[config.mk]
export PLATFORM = sky130hd
export DESIGN_NAME = pcr_pll_control_regs
export DESIGN_NICKNAME = d
export VERILOG_FILES = /design/src/pcr_pkg.sv /design/src/pcr_pll_control_regs.sv
export SDC_FILE = /design/constraint.sdc
export NUM_CORES = 1
export LEC_CHECK = 0
export BUFFER_PORTS_ARGS = -buffer_cell sky130_fd_sc_hd__buf_4
export CORE_MARGIN = 8
export CORE_UTILIZATION = 40
export CTS_CLUSTER_SIZE = 14
export DETAILED_ROUTE_END_ITERATION = 10
export MAX_ROUTING_LAYER = met4
export PLACE_DENSITY = 0.59
export SLEW_MARGIN = 20
export SYNTH_ARGS = -nofsm -noshare
export SYNTH_HDL_FRONTEND = slang
export SYNTH_SLANG_ARGS = --single-unit
[constraint.sdc]
create_clock -name MCLK -period 3.7 [get_ports MCLK]
set_input_delay 0.74 -clock MCLK [delete_from_list [all_inputs] [get_ports MCLK]]
set_output_delay 0.74 -clock MCLK [all_outputs]
set_load 0.03 [all_outputs]
[src/pcr_pkg.sv]
// pcr_pkg: offsets, field positions and reset values of the pll control register bank
// assumes byte-wide registers reached through a two-wire serial configuration port
// Behaviour
// - bit 0 of register 0x17 bypasses the first-stage loop when 1 and lets it run when 0.
// - bit 0 of register 0x18 bypasses the synthesizer loop when 1, sending first-stage output to the dividers.
// - bit 7 of register 0x1C selects oscillator polarity, 0 positive and 1 negative, resetting to 0.
// - bit 6 of register 0x1C at 1 forces the loop filter control pin to mid-supply, 0 is normal.
// - the force-mid-voltage bit comes out of reset at 1 so the oscillator starts centred.
// - bits 4:0 of register 0x1C hold the first-stage pump code, current (code+1)*50uA, reset 01111.
// - bits 4:0 of register 0x1E hold the second-stage pump code, current (code+1)*200uA.
// - bit 5 of register 0x1D enables the static phase offset on the first-stage detector.
// - bits 4:0 of register 0x1D hold the phase offset code in 0.9 degree steps, resetting to zero.
package pcr_pkg;
  localparam logic [7:0] ADDR_FIRST_LOOP_BYPASS_CTRL = 8'h17;
  localparam logic [7:0] ADDR_SYNTH_LOOP_BYPASS_CTRL = 8'h18;
  localparam logic [7:0] ADDR_FIRST_LOOP_PUMP_POLARITY_CTRL = 8'h1C;
  localparam logic [7:0] ADDR_FIRST_LOOP_PHASE_OFFSET_CTRL = 8'h1D;
  localparam logic [7:0] ADDR_SECOND_LOOP_PUMP_CTRL = 8'h1E;
  localparam int BYPASS_BIT = 0;
  localparam int POLARITY_BIT = 7;
  localparam int FORCE_MID_BIT = 6;
  localparam int OFFSET_ENABLE_BIT = 5;
  localparam int CODE_MSB = 4;
  localparam logic RST_FIRST_LOOP_BYPASS = 1'h0;
  localparam logic RST_SYNTH_LOOP_BYPASS = 1'h0;
  localparam logic RST_OSCILLATOR_POLARITY = 1'h0;
  localparam logic RST_FORCE_MID = 1'h1;
  localparam logic [4:0] RST_FIRST_LOOP_PUMP = 5'h0F;
  localparam logic RST_OFFSET_ENABLE = 1'h0;
  localparam logic [4:0] RST_PHASE_OFFSET = 5'h00;
  localparam logic [4:0] RST_SECOND_LOOP_PUMP = 5'h18;
  localparam logic [3:0] BITS_PER_BYTE = 4'h8;
  localparam logic [7:0] BYTE_ZERO = 8'h00;
  typedef enum logic [6:0] {
    PCR_IDLE    = 7'h01,
    PCR_ADDR    = 7'h02,
    PCR_PTR     = 7'h04,
    PCR_WR      = 7'h08,
    PCR_ACK_OUT = 7'h10,
    PCR_RD      = 7'h20,
    PCR_ACK_IN  = 7'h40
  } pcr_state_t;
endpackage

[src/pcr_pll_control_regs.sv]
// pcr_pll_control_regs: serial configuration slave and the five pll control registers
// assumes scl and sda already synchronous to MCLK and much slower than it; sda is open drain
`timescale 1ns/100ps
module pcr_pll_control_regs import pcr_pkg::*; #(
  parameter logic [6:0] DEVICE_ADDRESS = 7'h54, // arbitrary value
  parameter logic [4:0] SECOND_PUMP_RESET = RST_SECOND_LOOP_PUMP
) (
  input wire logic MCLK,
  input wire logic RESET_N,
  input wire logic SCL_IN,
  input wire logic SDA_IN,
  output logic SDA_OUT,
  output logic SDA_OE,
  output logic FIRST_LOOP_BYPASS,
  output logic SYNTH_LOOP_BYPASS,
  output logic OSCILLATOR_POLARITY,
  output logic FORCE_MID_CONTROL_VOLTAGE,
  output logic [4:0] FIRST_LOOP_PUMP_CURRENT,
  output logic PHASE_OFFSET_ENABLE,
  output logic [4:0] PHASE_OFFSET,
  output logic [4:0] SECOND_LOOP_PUMP_CURRENT
);
  logic scl_q, sda_q, scl_d, sda_d;
  pcr_state_t state, next_state;
  logic [3:0] cnt, next_cnt;
  logic [7:0] shift, next_shift, ptr, next_ptr;
  logic ptr_done, next_ptr_done, reading, next_reading, next_sda_oe, wr_en;
  logic scl_rise, scl_fall, start_seen, stop_seen;
  logic next_byp1, next_byp2, next_pol, next_fmid, next_oen;
  logic [4:0] next_cpv, next_offs, next_cpf;

  // reserved positions are zero-filled on read
  function automatic logic [7:0] reg_read(input logic [7:0] a);
    unique case (a)
      ADDR_FIRST_LOOP_BYPASS_CTRL: reg_read = {7'h00, FIRST_LOOP_BYPASS};
      ADDR_SYNTH_LOOP_BYPASS_CTRL: reg_read = {7'h00, SYNTH_LOOP_BYPASS};
      ADDR_FIRST_LOOP_PUMP_POLARITY_CTRL:
        reg_read = {OSCILLATOR_POLARITY, FORCE_MID_CONTROL_VOLTAGE, 1'h0, FIRST_LOOP_PUMP_CURRENT};
      ADDR_FIRST_LOOP_PHASE_OFFSET_CTRL: reg_read = {2'h0, PHASE_OFFSET_ENABLE, PHASE_OFFSET};
      ADDR_SECOND_LOOP_PUMP_CTRL: reg_read = {3'h0, SECOND_LOOP_PUMP_CURRENT};
      default: reg_read = BYTE_ZERO;
    endcase
  endfunction

  always_ff @(posedge MCLK or negedge RESET_N) begin
    if (!RESET_N) begin
      scl_q <= 1'h1;
      sda_q <= 1'h1;
      scl_d <= 1'h1;
      sda_d <= 1'h1;
    end else begin
      scl_q <= SCL_IN;
      sda_q <= SDA_IN;
      scl_d <= scl_q;
      sda_d <= sda_q;
    end
  end

  assign scl_rise = scl_q & ~scl_d;
  assign scl_fall = ~scl_q & scl_d;
  assign start_seen = scl_q & scl_d & sda_d & ~sda_q;
  assign stop_seen = scl_q & scl_d & ~sda_d & sda_q;

  // serial slave: pointer byte then auto-incrementing data, reads from the same pointer
  always_comb begin
    next_state = state;
    next_cnt = cnt;
    next_shift = shift;
    next_ptr = ptr;
    next_ptr_done = ptr_done;
    next_reading = reading;
    next_sda_oe = SDA_OE;
    wr_en = 1'h0;
    if (start_seen) begin
      next_state = PCR_ADDR;
      next_cnt = 4'h0;
      next_ptr_done = 1'h0;
      next_sda_oe = 1'h0;
    end else if (stop_seen) begin
      next_state = PCR_IDLE;
      next_sda_oe = 1'h0;
    end else begin
      unique case (state)
        PCR_IDLE: begin
          next_sda_oe = 1'h0;
        end
        PCR_ADDR, PCR_PTR, PCR_WR: begin
          if (scl_rise) begin
            next_shift = {shift[6:0], sda_q};
            next_cnt = cnt + 4'h1;
          end else if (scl_fall && cnt == BITS_PER_BYTE) begin
            next_cnt = 4'h0;
            next_state = PCR_ACK_OUT;
            next_sda_oe = 1'h1;
            if (state == PCR_ADDR) begin
              next_reading = shift[0];
              if (shift[7:1] != DEVICE_ADDRESS) begin
                next_state = PCR_IDLE;
                next_sda_oe = 1'h0;
              end
            end else if (state == PCR_PTR) begin
              next_ptr = shift;
              next_ptr_done = 1'h1;
            end else begin
              wr_en = 1'h1;
              next_ptr = ptr + 8'h01;
            end
          end
        end
        PCR_ACK_OUT: begin
          if (scl_fall) begin
            if (reading) begin
              next_state = PCR_RD;
              next_shift = reg_read(ptr);
              next_sda_oe = ~next_shift[7];
            end else begin
              next_state = ptr_done ? PCR_WR : PCR_PTR;
              next_sda_oe = 1'h0;
            end
          end
        end
        PCR_RD: begin
          if (scl_rise) begin
            next_cnt = cnt + 4'h1;
          end else if (scl_fall) begin
            if (cnt == BITS_PER_BYTE) begin
              next_cnt = 4'h0;
              next_state = PCR_ACK_IN;
              next_sda_oe = 1'h0;
              next_ptr = ptr + 8'h01;
            end else begin
              next_shift = {shift[6:0], 1'h0};
              next_sda_oe = ~shift[6];
            end
          end
        end
        PCR_ACK_IN: begin
          // a master nack ends the read; we stay off the line until the next start
          if (scl_rise && sda_q) begin
            next_state = PCR_IDLE;
          end else if (scl_fall) begin
            next_state = PCR_RD;
            next_shift = reg_read(ptr);
            next_sda_oe = ~next_shift[7];
          end
        end
      endcase
    end
  end

  always_ff @(posedge MCLK or negedge RESET_N) begin
    if (!RESET_N) begin
      state <= PCR_IDLE;
      cnt <= 4'h0;
      shift <= BYTE_ZERO;
      ptr <= BYTE_ZERO;
      ptr_done <= 1'h0;
      reading <= 1'h0;
      SDA_OE <= 1'h0;
      SDA_OUT <= 1'h0;
    end else begin
      state <= next_state;
      cnt <= next_cnt;
      shift <= next_shift;
      ptr <= next_ptr;
      ptr_done <= next_ptr_done;
      reading <= next_reading;
      SDA_OE <= next_sda_oe;
      SDA_OUT <= 1'h0;
    end
  end

  // register writes land on the ack-entry edge; reserved bits are dropped
  always_comb begin
    next_byp1 = FIRST_LOOP_BYPASS;
    next_byp2 = SYNTH_LOOP_BYPASS;
    next_pol = OSCILLATOR_POLARITY;
    next_fmid = FORCE_MID_CONTROL_VOLTAGE;
    next_cpv = FIRST_LOOP_PUMP_CURRENT;
    next_oen = PHASE_OFFSET_ENABLE;
    next_offs = PHASE_OFFSET;
    next_cpf = SECOND_LOOP_PUMP_CURRENT;
    if (wr_en) begin
      unique case (ptr)
        ADDR_FIRST_LOOP_BYPASS_CTRL: next_byp1 = shift[BYPASS_BIT];
        ADDR_SYNTH_LOOP_BYPASS_CTRL: next_byp2 = shift[BYPASS_BIT];
        ADDR_FIRST_LOOP_PUMP_POLARITY_CTRL: begin
          next_pol = shift[POLARITY_BIT];
          next_fmid = shift[FORCE_MID_BIT];
          next_cpv = shift[CODE_MSB:0];
        end
        ADDR_FIRST_LOOP_PHASE_OFFSET_CTRL: begin
          next_oen = shift[OFFSET_ENABLE_BIT];
          next_offs = shift[CODE_MSB:0];
        end
        ADDR_SECOND_LOOP_PUMP_CTRL: next_cpf = shift[CODE_MSB:0];
        default: next_byp1 = FIRST_LOOP_BYPASS;
      endcase
    end
  end

  always_ff @(posedge MCLK or negedge RESET_N) begin
    if (!RESET_N) begin
      FIRST_LOOP_BYPASS <= RST_FIRST_LOOP_BYPASS;
      SYNTH_LOOP_BYPASS <= RST_SYNTH_LOOP_BYPASS;
      OSCILLATOR_POLARITY <= RST_OSCILLATOR_POLARITY;
      FORCE_MID_CONTROL_VOLTAGE <= RST_FORCE_MID;
      FIRST_LOOP_PUMP_CURRENT <= RST_FIRST_LOOP_PUMP;
      PHASE_OFFSET_ENABLE <= RST_OFFSET_ENABLE;
      PHASE_OFFSET <= RST_PHASE_OFFSET;
      SECOND_LOOP_PUMP_CURRENT <= SECOND_PUMP_RESET;
    end else begin
      FIRST_LOOP_BYPASS <= next_byp1;
      SYNTH_LOOP_BYPASS <= next_byp2;
      OSCILLATOR_POLARITY <= next_pol;
      FORCE_MID_CONTROL_VOLTAGE <= next_fmid;
      FIRST_LOOP_PUMP_CURRENT <= next_cpv;
      PHASE_OFFSET_ENABLE <= next_oen;
      PHASE_OFFSET <= next_offs;
      SECOND_LOOP_PUMP_CURRENT <= next_cpf;
    end
  end

  // helper: no write has reached 0x1C since reset
  logic pump_reg_untouched;
  always_ff @(posedge MCLK or negedge RESET_N) begin
    if (!RESET_N) begin
      pump_reg_untouched <= 1'h1;
    end else if (wr_en && ptr == ADDR_FIRST_LOOP_PUMP_POLARITY_CTRL) begin
      pump_reg_untouched <= 1'h0;
    end
  end

  property p_first_bypass;
    @(posedge MCLK) disable iff (!RESET_N)
      wr_en && ptr == ADDR_FIRST_LOOP_BYPASS_CTRL |=> FIRST_LOOP_BYPASS == $past(shift[0]);
  endproperty
  a_first_bypass: assert property (p_first_bypass) else $error("first loop bypass not written");
  property p_synth_bypass;
    @(posedge MCLK) disable iff (!RESET_N)
      wr_en && ptr == ADDR_SYNTH_LOOP_BYPASS_CTRL |=> SYNTH_LOOP_BYPASS == $past(shift[0]);
  endproperty
  a_synth_bypass: assert property (p_synth_bypass) else $error("synth loop bypass not written");
  property p_polarity;
    @(posedge MCLK) disable iff (!RESET_N)
      pump_reg_untouched |-> !OSCILLATOR_POLARITY;
  endproperty
  a_polarity: assert property (p_polarity) else $error("polarity left its reset value");
  property p_force_mid;
    @(posedge MCLK) disable iff (!RESET_N)
      wr_en && ptr == ADDR_FIRST_LOOP_PUMP_POLARITY_CTRL |=> FORCE_MID_CONTROL_VOLTAGE == $past(shift[6]);
  endproperty
  a_force_mid: assert property (p_force_mid) else $error("force mid bit not written");
  property p_force_mid_reset;
    @(posedge MCLK) disable iff (!RESET_N)
      pump_reg_untouched |-> FORCE_MID_CONTROL_VOLTAGE && FIRST_LOOP_PUMP_CURRENT == RST_FIRST_LOOP_PUMP;
  endproperty
  a_force_mid_reset: assert property (p_force_mid_reset) else $error("startup value of 0x1C lost");
  property p_first_pump;
    @(posedge MCLK) disable iff (!RESET_N)
      !(wr_en && ptr == ADDR_FIRST_LOOP_PUMP_POLARITY_CTRL) |=> $stable(FIRST_LOOP_PUMP_CURRENT);
  endproperty
  a_first_pump: assert property (p_first_pump) else $error("pump code changed without a write");
  property p_second_pump;
    @(posedge MCLK) disable iff (!RESET_N)
      wr_en && ptr == ADDR_SECOND_LOOP_PUMP_CTRL |=> SECOND_LOOP_PUMP_CURRENT == $past(shift[4:0]);
  endproperty
  a_second_pump: assert property (p_second_pump) else $error("second pump code not written");
  property p_offset;
    @(posedge MCLK) disable iff (!RESET_N)
      wr_en && ptr == ADDR_FIRST_LOOP_PHASE_OFFSET_CTRL
        |=> PHASE_OFFSET_ENABLE == $past(shift[5]) && PHASE_OFFSET == $past(shift[4:0]);
  endproperty
  a_offset: assert property (p_offset) else $error("phase offset not written");
  property p_offset_hold;
    @(posedge MCLK) disable iff (!RESET_N)
      !(wr_en && ptr == ADDR_FIRST_LOOP_PHASE_OFFSET_CTRL) |=> $stable(PHASE_OFFSET);
  endproperty
  a_offset_hold: assert property (p_offset_hold) else $error("offset changed without a write");
  property p_reserved;
    @(posedge MCLK) disable iff (!RESET_N)
      state == PCR_ACK_OUT && scl_fall && reading && ptr == ADDR_SECOND_LOOP_PUMP_CTRL
        |=> shift[7:5] == 3'h0 && SDA_OE;
  endproperty
  a_reserved: assert property (p_reserved) else $error("reserved bits read nonzero");
endmodule // pcr_pll_control_regs

==> results.sh <==
export IMPL_timing_rr_end="FIRST_LOOP_PUMP_CURRENT[4]"
export IMPL_synthToLayoutAreaGrowth_pct=9.97
export IMPL_synth_compound_area_share_pct=16.6
export IMPL_avgSynthCellArea_um2=10.0
export IMPL_drc=0
export IMPL_row_count=33
export IMPL_core_area_mm2=0.00805
export IMPL_clkPwrFrac_pct=23.9
export IMPL_grtUsageTotal_pct=14.7
export IMPL_grt_antenna_before_repair=0
export IMPL_most_common_layout_cells="dfrtp_1, nand2_1, mux2_2, buf_4, nand3_1"
export IMPL_syn_inst=325
export IMPL_fmax_mhz=390
export IMPL_leakagePower_nw=1.59
export IMPL_finalClockSkew_ns=0.00851
export IMPL_drt_initial_drc_count=214
export IMPL_first_pass_iters=5
export IMPL_ys_warn_count=0
export IMPL_synth_nets=338
export IMPL_hold_class="flip-flop to flip-flop"
export IMPL_htreeDepth=2
export IMPL_endpoint_kind="flip-flop"
export IMPL_holdPathStages=0
export IMPL_cts_resized=0
export IMPL_ys_types=69
export IMPL_routed_wl_mm=7.95
export IMPL_post_dp_cell_area_mm2=0.00349
export IMPL_slew_headroom_pct=44.5
export IMPL_synth_simple_area_share_pct=19.5
export IMPL_netSwitchingFraction_pct=35.5
export IMPL_viasPerCell=5.78
export IMPL_post_cts_buffers=0
export IMPL_ys_flop_type="dfrtp_1"
export IMPL_crit_end="FIRST_LOOP_PUMP_CURRENT[4]"
export IMPL_slew_viol_final=0
export IMPL_ctsHoldBuffers=0
export IMPL_seqPwrFrac_pct=51.1
export IMPL_start_kind="flip-flop"
export IMPL_vias=2576
export IMPL_dp_hpwl_mm=5.62
export IMPL_clk_latency_ns=0.32
export IMPL_reg2reg_from="scl_d"
export IMPL_final_cell_area_mm2=0.00359
export IMPL_cp_max_fo=8
export IMPL_grt_max_degree=55
export IMPL_clock_sinks=54
export IMPL_ios=26
export IMPL_vdd_ir_drop_worst_mv=0.217
export IMPL_grt_pass1_vias=2473
export IMPL_synth_edff_count=0
export IMPL_ys_async_sr_fraction_pct=100
export IMPL_port_buffers=24
export IMPL_finalCritPeriodShare_pct=69.3
export IMPL_hold_viol=0
export IMPL_dieHeight_um=106
export IMPL_wl_per_cell_um=17.8
export IMPL_die_x_um=106
export IMPL_comb_power_share_pct=25.1
export IMPL_clock_path_buffers=2
export IMPL_tightest_slew_ns=0.820
export IMPL_path_clk_slew_ns=0.11
export IMPL_r2r_setup_slack_ns=1.14
export IMPL_synth_seq_cells=54
export IMPL_antenna_diode_count=0
export IMPL_die_area_mm2=0.0113
export IMPL_crit_type="flip-flop to flip-flop"
export IMPL_start_util_pct=40.5
export IMPL_rsz0062_at_grt="false"
export IMPL_crit_start="scl_d"
export IMPL_synth_top_family_by_area="simple AND/OR/NAND/NOR gates"
export IMPL_worstRegToRegCells=7
export IMPL_cts_tree="built"
export IMPL_synthAdderAreaFrac_pct=3.45
export IMPL_final_common_cell="dfrtp_1"
export IMPL_nNetsFinal=353
export IMPL_setup_viol=0
export IMPL_internal_power_w=0.000980
export IMPL_max_cap_violations=0
export IMPL_cts_inserted_buffers=5
export IMPL_final_layout_size_suffix_gt1_share_pct=25.8
export IMPL_power_density_mw_per_mm2=424
export IMPL_muxShareOfSynthArea_pct=12.8
export IMPL_grt_overflow_total=0
export IMPL_num_fill_cells=769
export IMPL_tns_ns=0
export IMPL_synth_xor_area_share_pct=1.07
export IMPL_status="finished clean"
export IMPL_arrival_ns=2.78
export IMPL_gp_congestion=0.907
export IMPL_syn_cell_area_mm2=0.00326
export IMPL_root_buffer="clkbuf_8"
export IMPL_fin_crit_ns=2.56
export IMPL_crit_required_ns=3.92
export IMPL_seq_area_frac_synth_pct=41.9
export IMPL_switchingPower_w=0.000540
export IMPL_postRouteAntennaNets=0
export IMPL_grt_pass1_wl_mm=13.2
-- worst max-delay path, cell delays in order (launching register included) --
cell and delay, ns:
dfstp_2 0.56, inv_1 0.04, ha_1 0.26, nand2b_1 0.20, nor4_1 0.36, and4b_1 0.29
and3_1 0.37, mux2_2 0.38
-- flip-flops by register name, summed over array words and instances, names as in the netlist, 4 cells and up --
signal and cells:
cnt 4, SECOND_LOOP_PUMP_CURRENT 5, ptr 8, FIRST_LOOP_PUMP_CURRENT 5, shift 8, PHASE_OFFSET 5
state 7
-- area by class of cell --
class	count	area [um^2]	area share (%)
multi-input combinational	240	1750	48.7
sequential	54	1370	38.1
timing repair buffer	26	195	5.44
tap	105	131	3.66
clock buffer	5	68.8	1.92
inverter	13	48.8	1.36
clock inverter	3	28.8	0.802
-- metrics by stage --
stage	setup slack, ns	total power [W]	util [%]	hold WS [ns]	instances
finish	1.14	0.00152	44.6	0.397	446
global route	0.912	0.00161	44.6	0.404	446
CTS	1.13	0.00153	44.6	0.402	446
detailed placement	1.15	0.00116	43.3	0.386	438
global placement	1.21	0.00116	43.3	0.381	438
floorplan	1.46	0.00104	-	0.353	325
-- power by group through the flow --
stage | sequential [W] | clock (W) | combinational (W)
after floorplan | 0.000731 | 0 | 0.000313
after global routing | 0.000788 | 0.000397 | 0.000423
final | 0.000777 | 0.000363 | 0.000381
after global placement | 0.000785 | 0 | 0.000378
after CTS | 0.000774 | 0.000377 | 0.000382
after detailed placement | 0.000785 | 0 | 0.000380
-- metal layers --
| layer | up-vias | part of all wire (%) | routed length (um) | track usage, % |
|---|---|---|---|---|
| li1 | 1242 | - | - | - |
| met1 | 1273 | 50 | 3970 | 21.1 |
| met2 | 56 | 46 | 3670 | 21.4 |
| met3 | 5 | 3.1 | 246 | 2.06 |
| met4 | 0 | 0.83 | 66 | 3.22 |
| met5 | - | 0 | 0 | - |
-- cells in the mapped netlist, types with 6 or more instances --
cell type | number | area share [%]
nand3_1 | 20 | 3.1
buf_2 | 6 | 0.92
o21ai_0 | 19 | 2.9
inv_1 | 13 | 1.5
mux2i_1 | 8 | 2.5
clkbuf_1 | 6 | 0.69
nor2_1 | 9 | 1.0
ha_1 | 9 | 3.5
nand2_1 | 36 | 4.1
dfrtp_1 | 42 | 32
mux2_2 | 30 | 10
dfstp_2 | 12 | 9.7
a21oi_1 | 11 | 1.7
-- how the worst min path moves through the flow --
stage,from,to
2_1_floorplan,sda_q,sda_d
6_report,scl_q,scl_d
4_1_cts,scl_q,scl_d
3_3_place_gp,scl_q,scl_d
5_1_grt,scl_q,scl_d
3_5_place_dp,scl_q,scl_d
-- cells by family after synthesis --
family                   Yosys count
AND/OR/NAND/NOR                  112
AO/OA/AOI/OAI                     76
flip-flops                        54
multiplexers                      38
buffers and inverters             31
adder cells (fa/ha/maj)            9
XOR/XNOR                           4
other                              1
Power figures use the tool's default switching activity.
